`config.mk`:
```
export PLATFORM = sky130hd
export DESIGN_NAME = rtopt_top
export DESIGN_NICKNAME = d
export VERILOG_FILES = /design/src/rtopt_top.v
export VERILOG_INCLUDE_DIRS = /design/src
export SDC_FILE = /design/constraint.sdc
export NUM_CORES = 1
export LEC_CHECK = 0
export BUFFER_PORTS_ARGS = -buffer_cell sky130_fd_sc_hd__buf_2
export CAP_MARGIN = 40
export CORE_ASPECT_RATIO = 0.6
export CORE_MARGIN = 2
export CORE_UTILIZATION = 25
export CTS_CLUSTER_DIAMETER = 120
export CTS_CLUSTER_SIZE = 10
export DETAILED_ROUTE_END_ITERATION = 12
export SLEW_MARGIN = 20
export SYNTH_ARGS = -nofsm -noshare
export SYNTH_HDL_FRONTEND = slang
export SYNTH_SLANG_ARGS = --single-unit
```
`constraint.sdc`:
```
create_clock -name pclk -period 1.2 [get_ports pclk]
set_input_delay 0.06 -clock pclk [delete_from_list [all_inputs] [get_ports pclk]]
set_output_delay 0.06 -clock pclk [all_outputs]
set_load 0.005 [all_outputs]
```
`src/rtopt_defs.vh`:
```
`ifndef RTOPT_DEFS_VH
`define RTOPT_DEFS_VH

// register word indices (printed offsets are not multiples of four)
`define RTOPT_IDX_OPTIONS      8'h4D
`define RTOPT_IDX_PENDING      8'h09
`define RTOPT_IDX_IRQ_STATUS   8'h80
`define RTOPT_IDX_IRQ_MASK     8'h81
`define RTOPT_IDX_LOG_WORD     8'h82
`define RTOPT_IDX_MSG_INFO     8'h83

// option register fields
`define RTOPT_OPT_RESET        16'h0000
`define RTOPT_OPT_WMASK        16'h001F
`define RTOPT_BIT_RSVD4        4
`define RTOPT_BIT_FLAG_SELECT  3
`define RTOPT_BIT_BUSY_REPORT  2
`define RTOPT_BIT_PING_PONG    1

// message information word and identification word fields
`define RTOPT_BIT_GAP_OR_BROADCAST_FLAG    13
`define RTOPT_BIT_BUSY_EVENT   9
`define RTOPT_EVENT_LSB        0
`define RTOPT_EVENT_W          9
`define RTOPT_MSG_LOW_W        13

// interrupt status bits
`define RTOPT_IRQ_LOGGED       0
`define RTOPT_IRQ_MSGINFO      1
`define RTOPT_IRQ_W            2

`define RTOPT_ZERO16           16'h0000
`define RTOPT_ZERO32           32'h00000000

`endif

```
`src/rtopt_top.v`:
```
// What this block does
// RQ1: option register sits at word offset 0x4D
// RQ2: only low option bits; bits 15-5 unused
// RQ3: software keeps bit 4 at zero
// RQ4: flag-select zero: bit 13 reports gap error
// RQ5: flag-select one: bit 13 reports broadcast
// RQ6: busy-report set: busy event sets log bit 9
// RQ7: not busy: only event flags logged
// RQ8: busy-report clear: log bit 9 always zero
// RQ9: log entry only on enabled interrupt event
// RQ10: busy alone causes no log entry
// RQ11: pending register bit 9 stays reserved
// RQ12: option register resets to all zeros
// RQ13: unused bits read zero, writes ignored
`timescale 1ns/1ps
`include "rtopt_defs.vh"

module rtopt_top (
  input  wire        pclk,
  input  wire        presetn,
  input  wire        psel,
  input  wire        penable,
  input  wire        pwrite,
  input  wire [11:0] paddr,
  input  wire [31:0] pwdata,
  output reg  [31:0] prdata,
  output reg         pready,
  output reg         pslverr,
  // message completion from the terminal core
  input  wire        msg_done,
  input  wire [12:0] msg_info_low,
  input  wire        msg_gap_error,
  input  wire        msg_broadcast,
  // interrupt events from the terminal core, one bit per source
  input  wire [8:0]  event_raw,
  input  wire [8:0]  event_enable,
  input  wire        terminal_busy,
  output reg  [15:0] msg_info_word,
  output reg         msg_info_valid,
  output reg  [15:0] log_word,
  output reg         log_write,
  output reg         ping_pong_toggle_off,
  output reg         irq
);

  reg  [15:0] options_q;
  reg  [15:0] pending_q;
  reg  [15:0] last_log_q;
  reg  [15:0] last_msg_q;
  reg  [1:0]  irq_status_q;
  reg  [1:0]  irq_mask_q;

  wire [9:0]  word_idx = paddr[11:2];
  wire        idx_hit_opt  = (word_idx == {2'b00, `RTOPT_IDX_OPTIONS});
  wire        idx_hit_pend = (word_idx == {2'b00, `RTOPT_IDX_PENDING});
  wire        idx_hit_sts  = (word_idx == {2'b00, `RTOPT_IDX_IRQ_STATUS});
  wire        idx_hit_msk  = (word_idx == {2'b00, `RTOPT_IDX_IRQ_MASK});
  wire        idx_hit_log  = (word_idx == {2'b00, `RTOPT_IDX_LOG_WORD});
  wire        idx_hit_msg  = (word_idx == {2'b00, `RTOPT_IDX_MSG_INFO});
  wire        idx_valid    = idx_hit_opt | idx_hit_pend | idx_hit_sts |
                             idx_hit_msk | idx_hit_log | idx_hit_msg;

  // setup phase raises pready, so every access finishes in its second cycle
  wire        access   = psel & penable & pready;
  wire        wr_fire  = access & pwrite;

  wire        flag_sel  = options_q[`RTOPT_BIT_FLAG_SELECT];
  wire        busy_rep  = options_q[`RTOPT_BIT_BUSY_REPORT];
  wire [8:0]  ev_hits   = event_raw & event_enable;
  wire        ev_any    = |ev_hits;

  // message word: bit 13 meaning chosen by flag-select
  reg  [15:0] msg_d;
  always @* begin
    msg_d = {2'b00, 1'b0, msg_info_low};
    if (flag_sel) begin
      msg_d[`RTOPT_BIT_GAP_OR_BROADCAST_FLAG] = msg_broadcast; // RQ5
    end else begin
      msg_d[`RTOPT_BIT_GAP_OR_BROADCAST_FLAG] = msg_gap_error; // RQ4
    end
  end

  // identification word for the log buffer
  reg  [15:0] log_d;
  always @* begin
    log_d = `RTOPT_ZERO16;
    log_d[`RTOPT_EVENT_W-1:`RTOPT_EVENT_LSB] = ev_hits; // RQ7
    // busy is only a qualifier, never a cause of its own
    log_d[`RTOPT_BIT_BUSY_EVENT] = busy_rep & terminal_busy; // RQ6 RQ8
  end

  // pending register: event bits only, bit 9 never set by busy
  wire [15:0] pend_d = pending_q |
                       {7'h00, ev_hits}; // RQ11

  wire [1:0]  irq_set = {msg_done, ev_any};

  // option register: only the writable bits are kept
  reg  [15:0] options_d;
  always @* begin
    options_d = options_q;
    if (wr_fire && idx_hit_opt) begin
      // bit 4 is stored as written; software must keep it zero
      options_d = pwdata[15:0] & `RTOPT_OPT_WMASK; // RQ1 RQ2 RQ13
    end
  end

  always @(posedge pclk or negedge presetn) begin
    if (!presetn) begin
      options_q <= `RTOPT_OPT_RESET; // RQ12
    end else begin
      options_q <= options_d;
    end
  end

  // interrupt mask
  reg  [1:0]  irq_mask_d;
  always @* begin
    irq_mask_d = irq_mask_q;
    if (wr_fire && idx_hit_msk) begin
      irq_mask_d = pwdata[`RTOPT_IRQ_W-1:0];
    end
  end

  always @(posedge pclk or negedge presetn) begin
    if (!presetn) begin
      irq_mask_q <= 2'b00;
    end else begin
      irq_mask_q <= irq_mask_d;
    end
  end

  // pending clears on read; a same-cycle event still lands
  reg  [15:0] pending_d;
  always @* begin
    pending_d = pend_d;
    if (access && !pwrite && idx_hit_pend) begin
      pending_d = {7'h00, ev_hits}; // RQ11
    end
  end

  always @(posedge pclk or negedge presetn) begin
    if (!presetn) begin
      pending_q <= `RTOPT_ZERO16;
    end else begin
      pending_q <= pending_d;
    end
  end

  // set wins over write-one-to-clear
  reg  [1:0]  irq_status_d;
  always @* begin
    irq_status_d = irq_status_q | irq_set;
    if (wr_fire && idx_hit_sts) begin
      irq_status_d = (irq_status_q & ~pwdata[`RTOPT_IRQ_W-1:0]) | irq_set;
    end
  end

  always @(posedge pclk or negedge presetn) begin
    if (!presetn) begin
      irq_status_q <= 2'b00;
    end else begin
      irq_status_q <= irq_status_d;
    end
  end

  // last identification word, kept for software
  reg  [15:0] last_log_d;
  always @* begin
    last_log_d = last_log_q;
    if (ev_any) begin
      last_log_d = log_d; // RQ9 RQ10
    end
  end

  always @(posedge pclk or negedge presetn) begin
    if (!presetn) begin
      last_log_q <= `RTOPT_ZERO16;
    end else begin
      last_log_q <= last_log_d;
    end
  end

  // last message word, kept for software
  reg  [15:0] last_msg_d;
  always @* begin
    last_msg_d = last_msg_q;
    if (msg_done) begin
      last_msg_d = msg_d;
    end
  end

  always @(posedge pclk or negedge presetn) begin
    if (!presetn) begin
      last_msg_q <= `RTOPT_ZERO16;
    end else begin
      last_msg_q <= last_msg_d;
    end
  end

  // outputs, each straight from its own flip-flop
  reg         msg_info_valid_d;
  always @* begin
    msg_info_valid_d = msg_done;
  end

  always @(posedge pclk or negedge presetn) begin
    if (!presetn) begin
      msg_info_valid <= 1'b0;
    end else begin
      msg_info_valid <= msg_info_valid_d;
    end
  end

  reg  [15:0] msg_info_word_d;
  always @* begin
    msg_info_word_d = msg_info_word;
    if (msg_done) begin
      msg_info_word_d = msg_d;
    end
  end

  always @(posedge pclk or negedge presetn) begin
    if (!presetn) begin
      msg_info_word <= `RTOPT_ZERO16;
    end else begin
      msg_info_word <= msg_info_word_d;
    end
  end

  reg         log_write_d;
  always @* begin
    log_write_d = ev_any; // RQ9 RQ10
  end

  always @(posedge pclk or negedge presetn) begin
    if (!presetn) begin
      log_write <= 1'b0;
    end else begin
      log_write <= log_write_d;
    end
  end

  reg  [15:0] log_word_d;
  always @* begin
    log_word_d = log_word;
    if (ev_any) begin
      log_word_d = log_d;
    end
  end

  always @(posedge pclk or negedge presetn) begin
    if (!presetn) begin
      log_word <= `RTOPT_ZERO16;
    end else begin
      log_word <= log_word_d;
    end
  end

  reg         ping_pong_toggle_off_d;
  always @* begin
    ping_pong_toggle_off_d = options_q[`RTOPT_BIT_PING_PONG];
  end

  always @(posedge pclk or negedge presetn) begin
    if (!presetn) begin
      ping_pong_toggle_off <= 1'b0;
    end else begin
      ping_pong_toggle_off <= ping_pong_toggle_off_d;
    end
  end

  // level output lags the status by one cycle
  reg         irq_d;
  always @* begin
    irq_d = |(irq_status_q & irq_mask_q);
  end

  always @(posedge pclk or negedge presetn) begin
    if (!presetn) begin
      irq <= 1'b0;
    end else begin
      irq <= irq_d;
    end
  end

  // apb slave: one wait-free access phase
  reg [31:0] rdata_d;
  always @* begin
    rdata_d = `RTOPT_ZERO32;
    if (idx_hit_opt) begin
      rdata_d = {16'h0000, options_q}; // RQ13
    end else if (idx_hit_pend) begin
      rdata_d = {16'h0000, pending_q};
    end else if (idx_hit_sts) begin
      rdata_d = {30'h00000000, irq_status_q};
    end else if (idx_hit_msk) begin
      rdata_d = {30'h00000000, irq_mask_q};
    end else if (idx_hit_log) begin
      rdata_d = {16'h0000, last_log_q};
    end else if (idx_hit_msg) begin
      rdata_d = {16'h0000, last_msg_q};
    end
  end

  // answer one cycle after setup: no wait states
  reg         pready_d;
  always @* begin
    pready_d = 1'b0;
    if (psel && !penable) begin
      pready_d = 1'b1;
    end
  end

  always @(posedge pclk or negedge presetn) begin
    if (!presetn) begin
      pready <= 1'b0;
    end else begin
      pready <= pready_d;
    end
  end

  // writes return zero; the read word is launched with pready
  reg  [31:0] prdata_d;
  always @* begin
    prdata_d = `RTOPT_ZERO32;
    if (psel && !penable && !pwrite) begin
      prdata_d = rdata_d;
    end
  end

  always @(posedge pclk or negedge presetn) begin
    if (!presetn) begin
      prdata <= `RTOPT_ZERO32;
    end else begin
      prdata <= prdata_d;
    end
  end

  // unmapped index answers with an error
  reg         pslverr_d;
  always @* begin
    pslverr_d = 1'b0;
    if (psel && !penable) begin
      pslverr_d = ~idx_valid;
    end
  end

  always @(posedge pclk or negedge presetn) begin
    if (!presetn) begin
      pslverr <= 1'b0;
    end else begin
      pslverr <= pslverr_d;
    end
  end

endmodule // rtopt_top

```
==> flow_summary.ini, run 1 <==
[detailed_routing]
route.top_layer_used = met4
wl_per_cell_um = 16.7
wl_met1_um = 4550
wl_um = 9260
wl_met2_um = 4040
num_vias = 2465
drt-vias-per-instance = 4.45
met3_length_um = 586
first_pass_iters = 4
drcViolationCount = 0
ant_nets = 0
drtIter0Drc = 158

[grt]
grt_pass1_wl_um = 14300
grt_max_degree = 64
track_usage_pct = 15.7
antenna_found_initial = 0
grt.overflow.total = 0
first_global_vias = 2595

[worst_setup_path]
critPathLaunchType = input port
criticalPathCategory = input port to flop
endpoint_kind = flop
worstRegToRegCells = 3
reg2reg_from = msg_info_word[1]$_DFFE_PN0P_
cp.arrival_ps = 1570
cp.required_ps = 1410
r2r-end = prdata[1]$_DFF_PN0_
crit_path_max_fanout = 5
reg2reg_slack_ps = 20

[yosys]
synth-async-reset-ratio_pct = 100
netlist_area_sq_mm = 0.00289
synth-seq-cells = 63
syn-mean-instance-area_sq_um = 12.2
synthFlopType = dfrtp_1
ys_seq_area_share_pct = 54.6
synth_cell_types = 42
yosysWarnings = 0
synth_edf_count = 0
synth_cells = 237

[sta]
setup_viol = 24
hold_viol_final = 0
fin_tns_setup_ps = -1570
skew_ps = 4.45
period_share_pct = 114
timing.fmax_mhz = 733
period_needed_ps = 1360
finalMaxSlewViolations = 0
rsz0062_at_grt = true
holdWs_ps = 23.6
setup_ws_ps = -164

[floorplanning]
die_h_um = 87.2
die_x_um = 143
num_io_pins = 154
core_sq_mm = 0.0113
die_area_sq_mm = 0.0124
initial_core_util_pct = 25.6
rows = 30

[run_status]
violations = setup timing
outcome = finished, violations left

[final_layout]
multi_input_area_sq_mm = 0.00126
diodes = 0
fillers = 1126
drive_gt1_share_pct = 46.6
layout.cells.non_filler = 554
final_common_cell = buf_2
syn_to_final_growth_pct = 51.8
nNetsFinal = 489
register_area_sq_mm = 0.00158
final_cell_mix = buf_2 (98), dfrtp_1 (63), buf_4 (34)

[run]
maxCapViolCount = 0

[placed_design]
placed_cells = 507
dp_worst_setup_slack_ps = -544
dpl.hpwl_um = 6780
gp_congestion = 0.851
place.port_buffers = 100

[clock_network]
clkSinkCount = 63
cts_buffers = 9
tritoncts = done
cts-root-buf = clkbuf_16
clk_latency_ps = 330
htree_num_levels = 3
clkTransAtPathRegs_ps = 50
clock_path_buffers = 2

[pwr]
p_seq_share_pct = 42.5
power.switching_w = 0.00125
ir_drop_v = 0.000623
p_leak_nw = 2.15
pwr-share-comb_pct = 12.7
p_int_w = 0.00407
power.density_mw_per_mm2 = 1220
p_total_w = 0.00533
swShare_pct = 23.6
p_clk_share_pct = 44.9

[min_path]
min_to = irq_mask_q[1]$_DFFE_PN0P_
min_from = pwdata[1]
min_path_type = input port to flop
holdPathStages = 2
-- cell families after synthesis --
group | Yosys count | share of synthesized area, %
simple gates | 60 | 11.9
compound gates | 46 | 12.4
xor+xnor | 1 | 0.304
other cells | 1 | 0.130
mux | 31 | 12.7
flops | 63 | 54.6
buf+inv | 35 | 7.89
-- Yosys cell counts, types with 3 or more instances --
cell / n / share of area [%]
nor3_1: 3 / 0.52
nor2_1: 7 / 0.91
mux2_4: 5 / 2.6
buf_4: 25 / 6.5
a22oi_1: 3 / 0.78
nand2_1: 16 / 2.1
mux2_2: 15 / 5.9
a22o_1: 19 / 5.8
o221a_2: 3 / 1.2
a21oi_1: 9 / 1.6
inv_1: 3 / 0.39
nor4_1: 5 / 1.1
mux2i_1: 10 / 3.5
dfrtp_1: 63 / 55
or3_1: 6 / 1.3
clkbuf_1: 4 / 0.52
nand2b_1: 4 / 0.87
and4_1: 3 / 0.91
and2_1: 4 / 0.87
-- critical path, cell delays in order --
cell	delay, ps
buf_6	90
or3_4	390
or4_4	520
nand2b_4	210
mux2_4	310
-- metal layers --
metal | vias up | track usage (%)
met2 | 88 | 23.1
li1 | 1162 | -
met1 | 1207 | 21.9
met3 | 8 | 5.61
met5 | - | 0
met4 | 0 | 4.32
-- worst max path at each step --
stage              from                  endpoint  cells after the start
2_1_floorplan  paddr[3]  options_q[0]$_DFFE_PN0P_                      5
3_3_place_gp   paddr[3]  options_q[1]$_DFFE_PN0P_                      5
3_5_place_dp   paddr[3]  options_q[0]$_DFFE_PN0P_                      5
4_1_cts        paddr[3]  options_q[3]$_DFFE_PN0P_                      5
5_1_grt        paddr[3]  options_q[2]$_DFFE_PN0P_                      5
6_report       paddr[3]  options_q[2]$_DFFE_PN0P_                      5
-- timing repair --
item | CTS | global route
cloned | 1 | 0
hold buffers | 28 | 0
setup buffers | 1 | 1
resized for setup | 12 | 7
endpoints found under the setup margin | 27 | 31
hold endpoints to repair | 89 | 0
pin swaps | 5 | 7
-- power by group through the flow --
stage,Sequential (W),Clock (W),Combinational (W)
after floorplan,0.00229,0,0.000252
after global placement,0.00229,0,0.000577
after detailed placement,0.00230,0,0.000582
after CTS,0.00226,0.00248,0.000667
after global routing,0.00227,0.00257,0.000744
final,0.00226,0.00239,0.000674
-- layout make-up --
class,count,area share [%]
Multi-Input combinational cell,164,28.8
Timing Repair Buffer,164,24.7
Sequential cell,63,36.0
Inverter,3,0.257
Tap cell,144,4.11
Clock buffer,16,6.20
-- per-stage QoR --
stage                     instance area [sq um]  utilization [%]
after global routing                       4380             38.9
final                                      4380             38.9
after detailed placement                   3720             33.1
after global placement                     3720             33.1
after floorplan                            2990                -
after CTS                                  4330             38.5
-- flip-flops by register name, summed over array words and instances, names as in the netlist, 2 cells and up --
register,flops
options_q,5
msg_info_word,14
log_word,10
prdata,15
irq_status_q,2
irq_mask_q,2
pending_q,9
No activity file was read; power rests on OpenSTA's default activity.
==> inputs of run 2 (changes only) <==
Settings changed: CORE_MARGIN 2 to not set.
==> run 2 against run 1 <==
  * Global-route usage rose by 0.41 points
  * Largest cell class unchanged
  * Critical path type unchanged
  * Highest routed layer unchanged
  * Total power rose by 8.3%
  * Non-clock buffer count fell by 1
  * The flow still finishes with violations (setup timing)
  * Hold slack got worse by 11 ps
==> flow_summary.ini, run 2 (synthesis results as in run 1) <==
[placed_design]
place.port_buffers = 100
dp_worst_setup_slack_ps = -531
gp_congestion = 0.887
dpl.hpwl_um = 6760

[pwr]
p_leak_nw = 2.18
swShare_pct = 22.3
pwr-share-comb_pct = 11.6
power.switching_w = 0.00129
p_int_w = 0.00448
p_seq_share_pct = 39.2
power.density_mw_per_mm2 = 1300
p_clk_share_pct = 49.2
ir_drop_v = 0.000719

[detailed_routing]
num_vias = 2469
drtIter0Drc = 148
wl_um = 9210
ant_nets = 0
drcViolationCount = 0
wl_per_cell_um = 16.8
first_pass_iters = 4
drt-vias-per-instance = 4.51

[run_status]
violations = setup timing
outcome = finished, violations left

[final_layout]
drive_gt1_share_pct = 48.7
top_register = prdata
diodes = 0
final_common_cell = buf_2
nNetsFinal = 488
reg_top3 = prdata (15), msg_info_word (14), log_word (10)
final_core_util_pct = 40.9
final_cell_mix = buf_2 (97), dfrtp_1 (63), buf_4 (34)
largest_register_ffs = 15
syn_to_final_growth_pct = 54.2

[run]
maxCapViolCount = 0

[floorplanning]
rows = 29
die_h_um = 85.2
die_area_sq_mm = 0.0120
initial_core_util_pct = 26.5
core_sq_mm = 0.0109
num_io_pins = 154
die_x_um = 141

[worst_setup_path]
crit_path_max_fanout = 5
cp.arrival_ps = 1480
endpoint_kind = flop
cp.required_ps = 1400
criticalPathCategory = input port to flop
critPathLaunchType = input port

[grt]
grt_pass1_wl_um = 14200
first_global_vias = 2564
grt.overflow.total = 0
track_usage_pct = 16.1
antenna_found_initial = 0
grt_max_degree = 64

[clock_network]
htree_num_levels = 3
cts-root-buf = clkbuf_16
clkTransAtPathRegs_ps = 50
cts_buffers = 9
clock_path_buffers = 2
clk_latency_ps = 330
tritoncts = done
clkSinkCount = 63

[sta]
rsz0062_at_grt = true
fin_tns_setup_ps = -473
setup_ws_ps = -73.5
skew_ps = 7.90
finalMaxSlewViolations = 0
timing.fmax_mhz = 785
hold_viol_final = 0
setup_viol = 13
period_share_pct = 106
period_needed_ps = 1270

[min_path]
min_path_type = input port to flop
run 2: path summary, 6_finish.rpt:
path / startpoint / to / slack (ps) / cells past startpoint
worst min register to register: options_q[1]$_DFFE_PN0P_ / ping_pong_toggle_off$_DFF_PN0_ / 450 / 0
worst min-delay path: event_raw[3] / pending_q[3]$_DFF_PN0_ / 10 / 2
max in group asynchronous: presetn / prdata[11]$_DFF_PN0_ / 620 / 3
worst max register to register: pready$_DFF_PN0_ / pending_q[7]$_DFF_PN0_ / -30 / 5
min in group asynchronous: presetn / prdata[14]$_DFF_PN0_ / 270 / 3
worst max-delay path: paddr[10] / options_q[3]$_DFFE_PN0P_ / -70 / 5
run 2: power groups by stage:
stage | clock network (W) | logic (W) | registers (W)
5_1_grt | 0.00301 | 0.000732 | 0.00227
4_1_cts | 0.00290 | 0.000665 | 0.00226
2_1_floorplan | 0 | 0.000252 | 0.00229
3_5_place_dp | 0 | 0.000577 | 0.00230
3_3_place_gp | 0 | 0.000570 | 0.00229
6_report | 0.00284 | 0.000669 | 0.00226
run 2: layout make-up:
class	count	area, sq um
Multi-Input combinational cell	164	1280
Inverter	3	11.3
Clock inverter	3	65.1
Fill cell	1088	6440
Sequential cell	63	1580
Timing Repair Buffer	163	1080
Tap cell	139	174
Clock buffer	13	260
run 2: layer usage:
layer / global-route usage, % / vias up / wire, um
met5: 0 / - / 0
met4: 3.46 / 0 / 66
met3: 5.30 / 10 / 607
met2: 23.6 / 96 / 4030
met1: 23.1 / 1204 / 4500
li1: - / 1159 / -
run 2: worst max-delay path, cell delays in order:
cell      delay (ps)
buf_6             90
or3_4            390
or4_4            430
nand2b_4         200
mux2_4           300
run 2: stage by stage:
| step | power, W | hold slack, ps | instance area (sq um) | cells |
|---|---|---|---|---|
| 3_5_place_dp | 0.00287 | 100 | 3730 | 504 |
| 5_1_grt | 0.00601 | 1.71 | 4450 | 548 |
| 6_report | 0.00577 | 12.4 | 4450 | 548 |
| 3_3_place_gp | 0.00286 | 97.0 | 3730 | 504 |
| 2_1_floorplan | 0.00254 | -236 | 2990 | 261 |
| 4_1_cts | 0.00582 | 0.0137 | 4410 | 548 |
run 2: what timing repair did:
action	in CTS	in global routing
buffers inserted	1	0
hold endpoints to repair	87	0
endpoints found under the setup margin	27	29
pin swaps	12	7
gates resized for setup	22	7
gates cloned	1	0
hold buffers	26	0
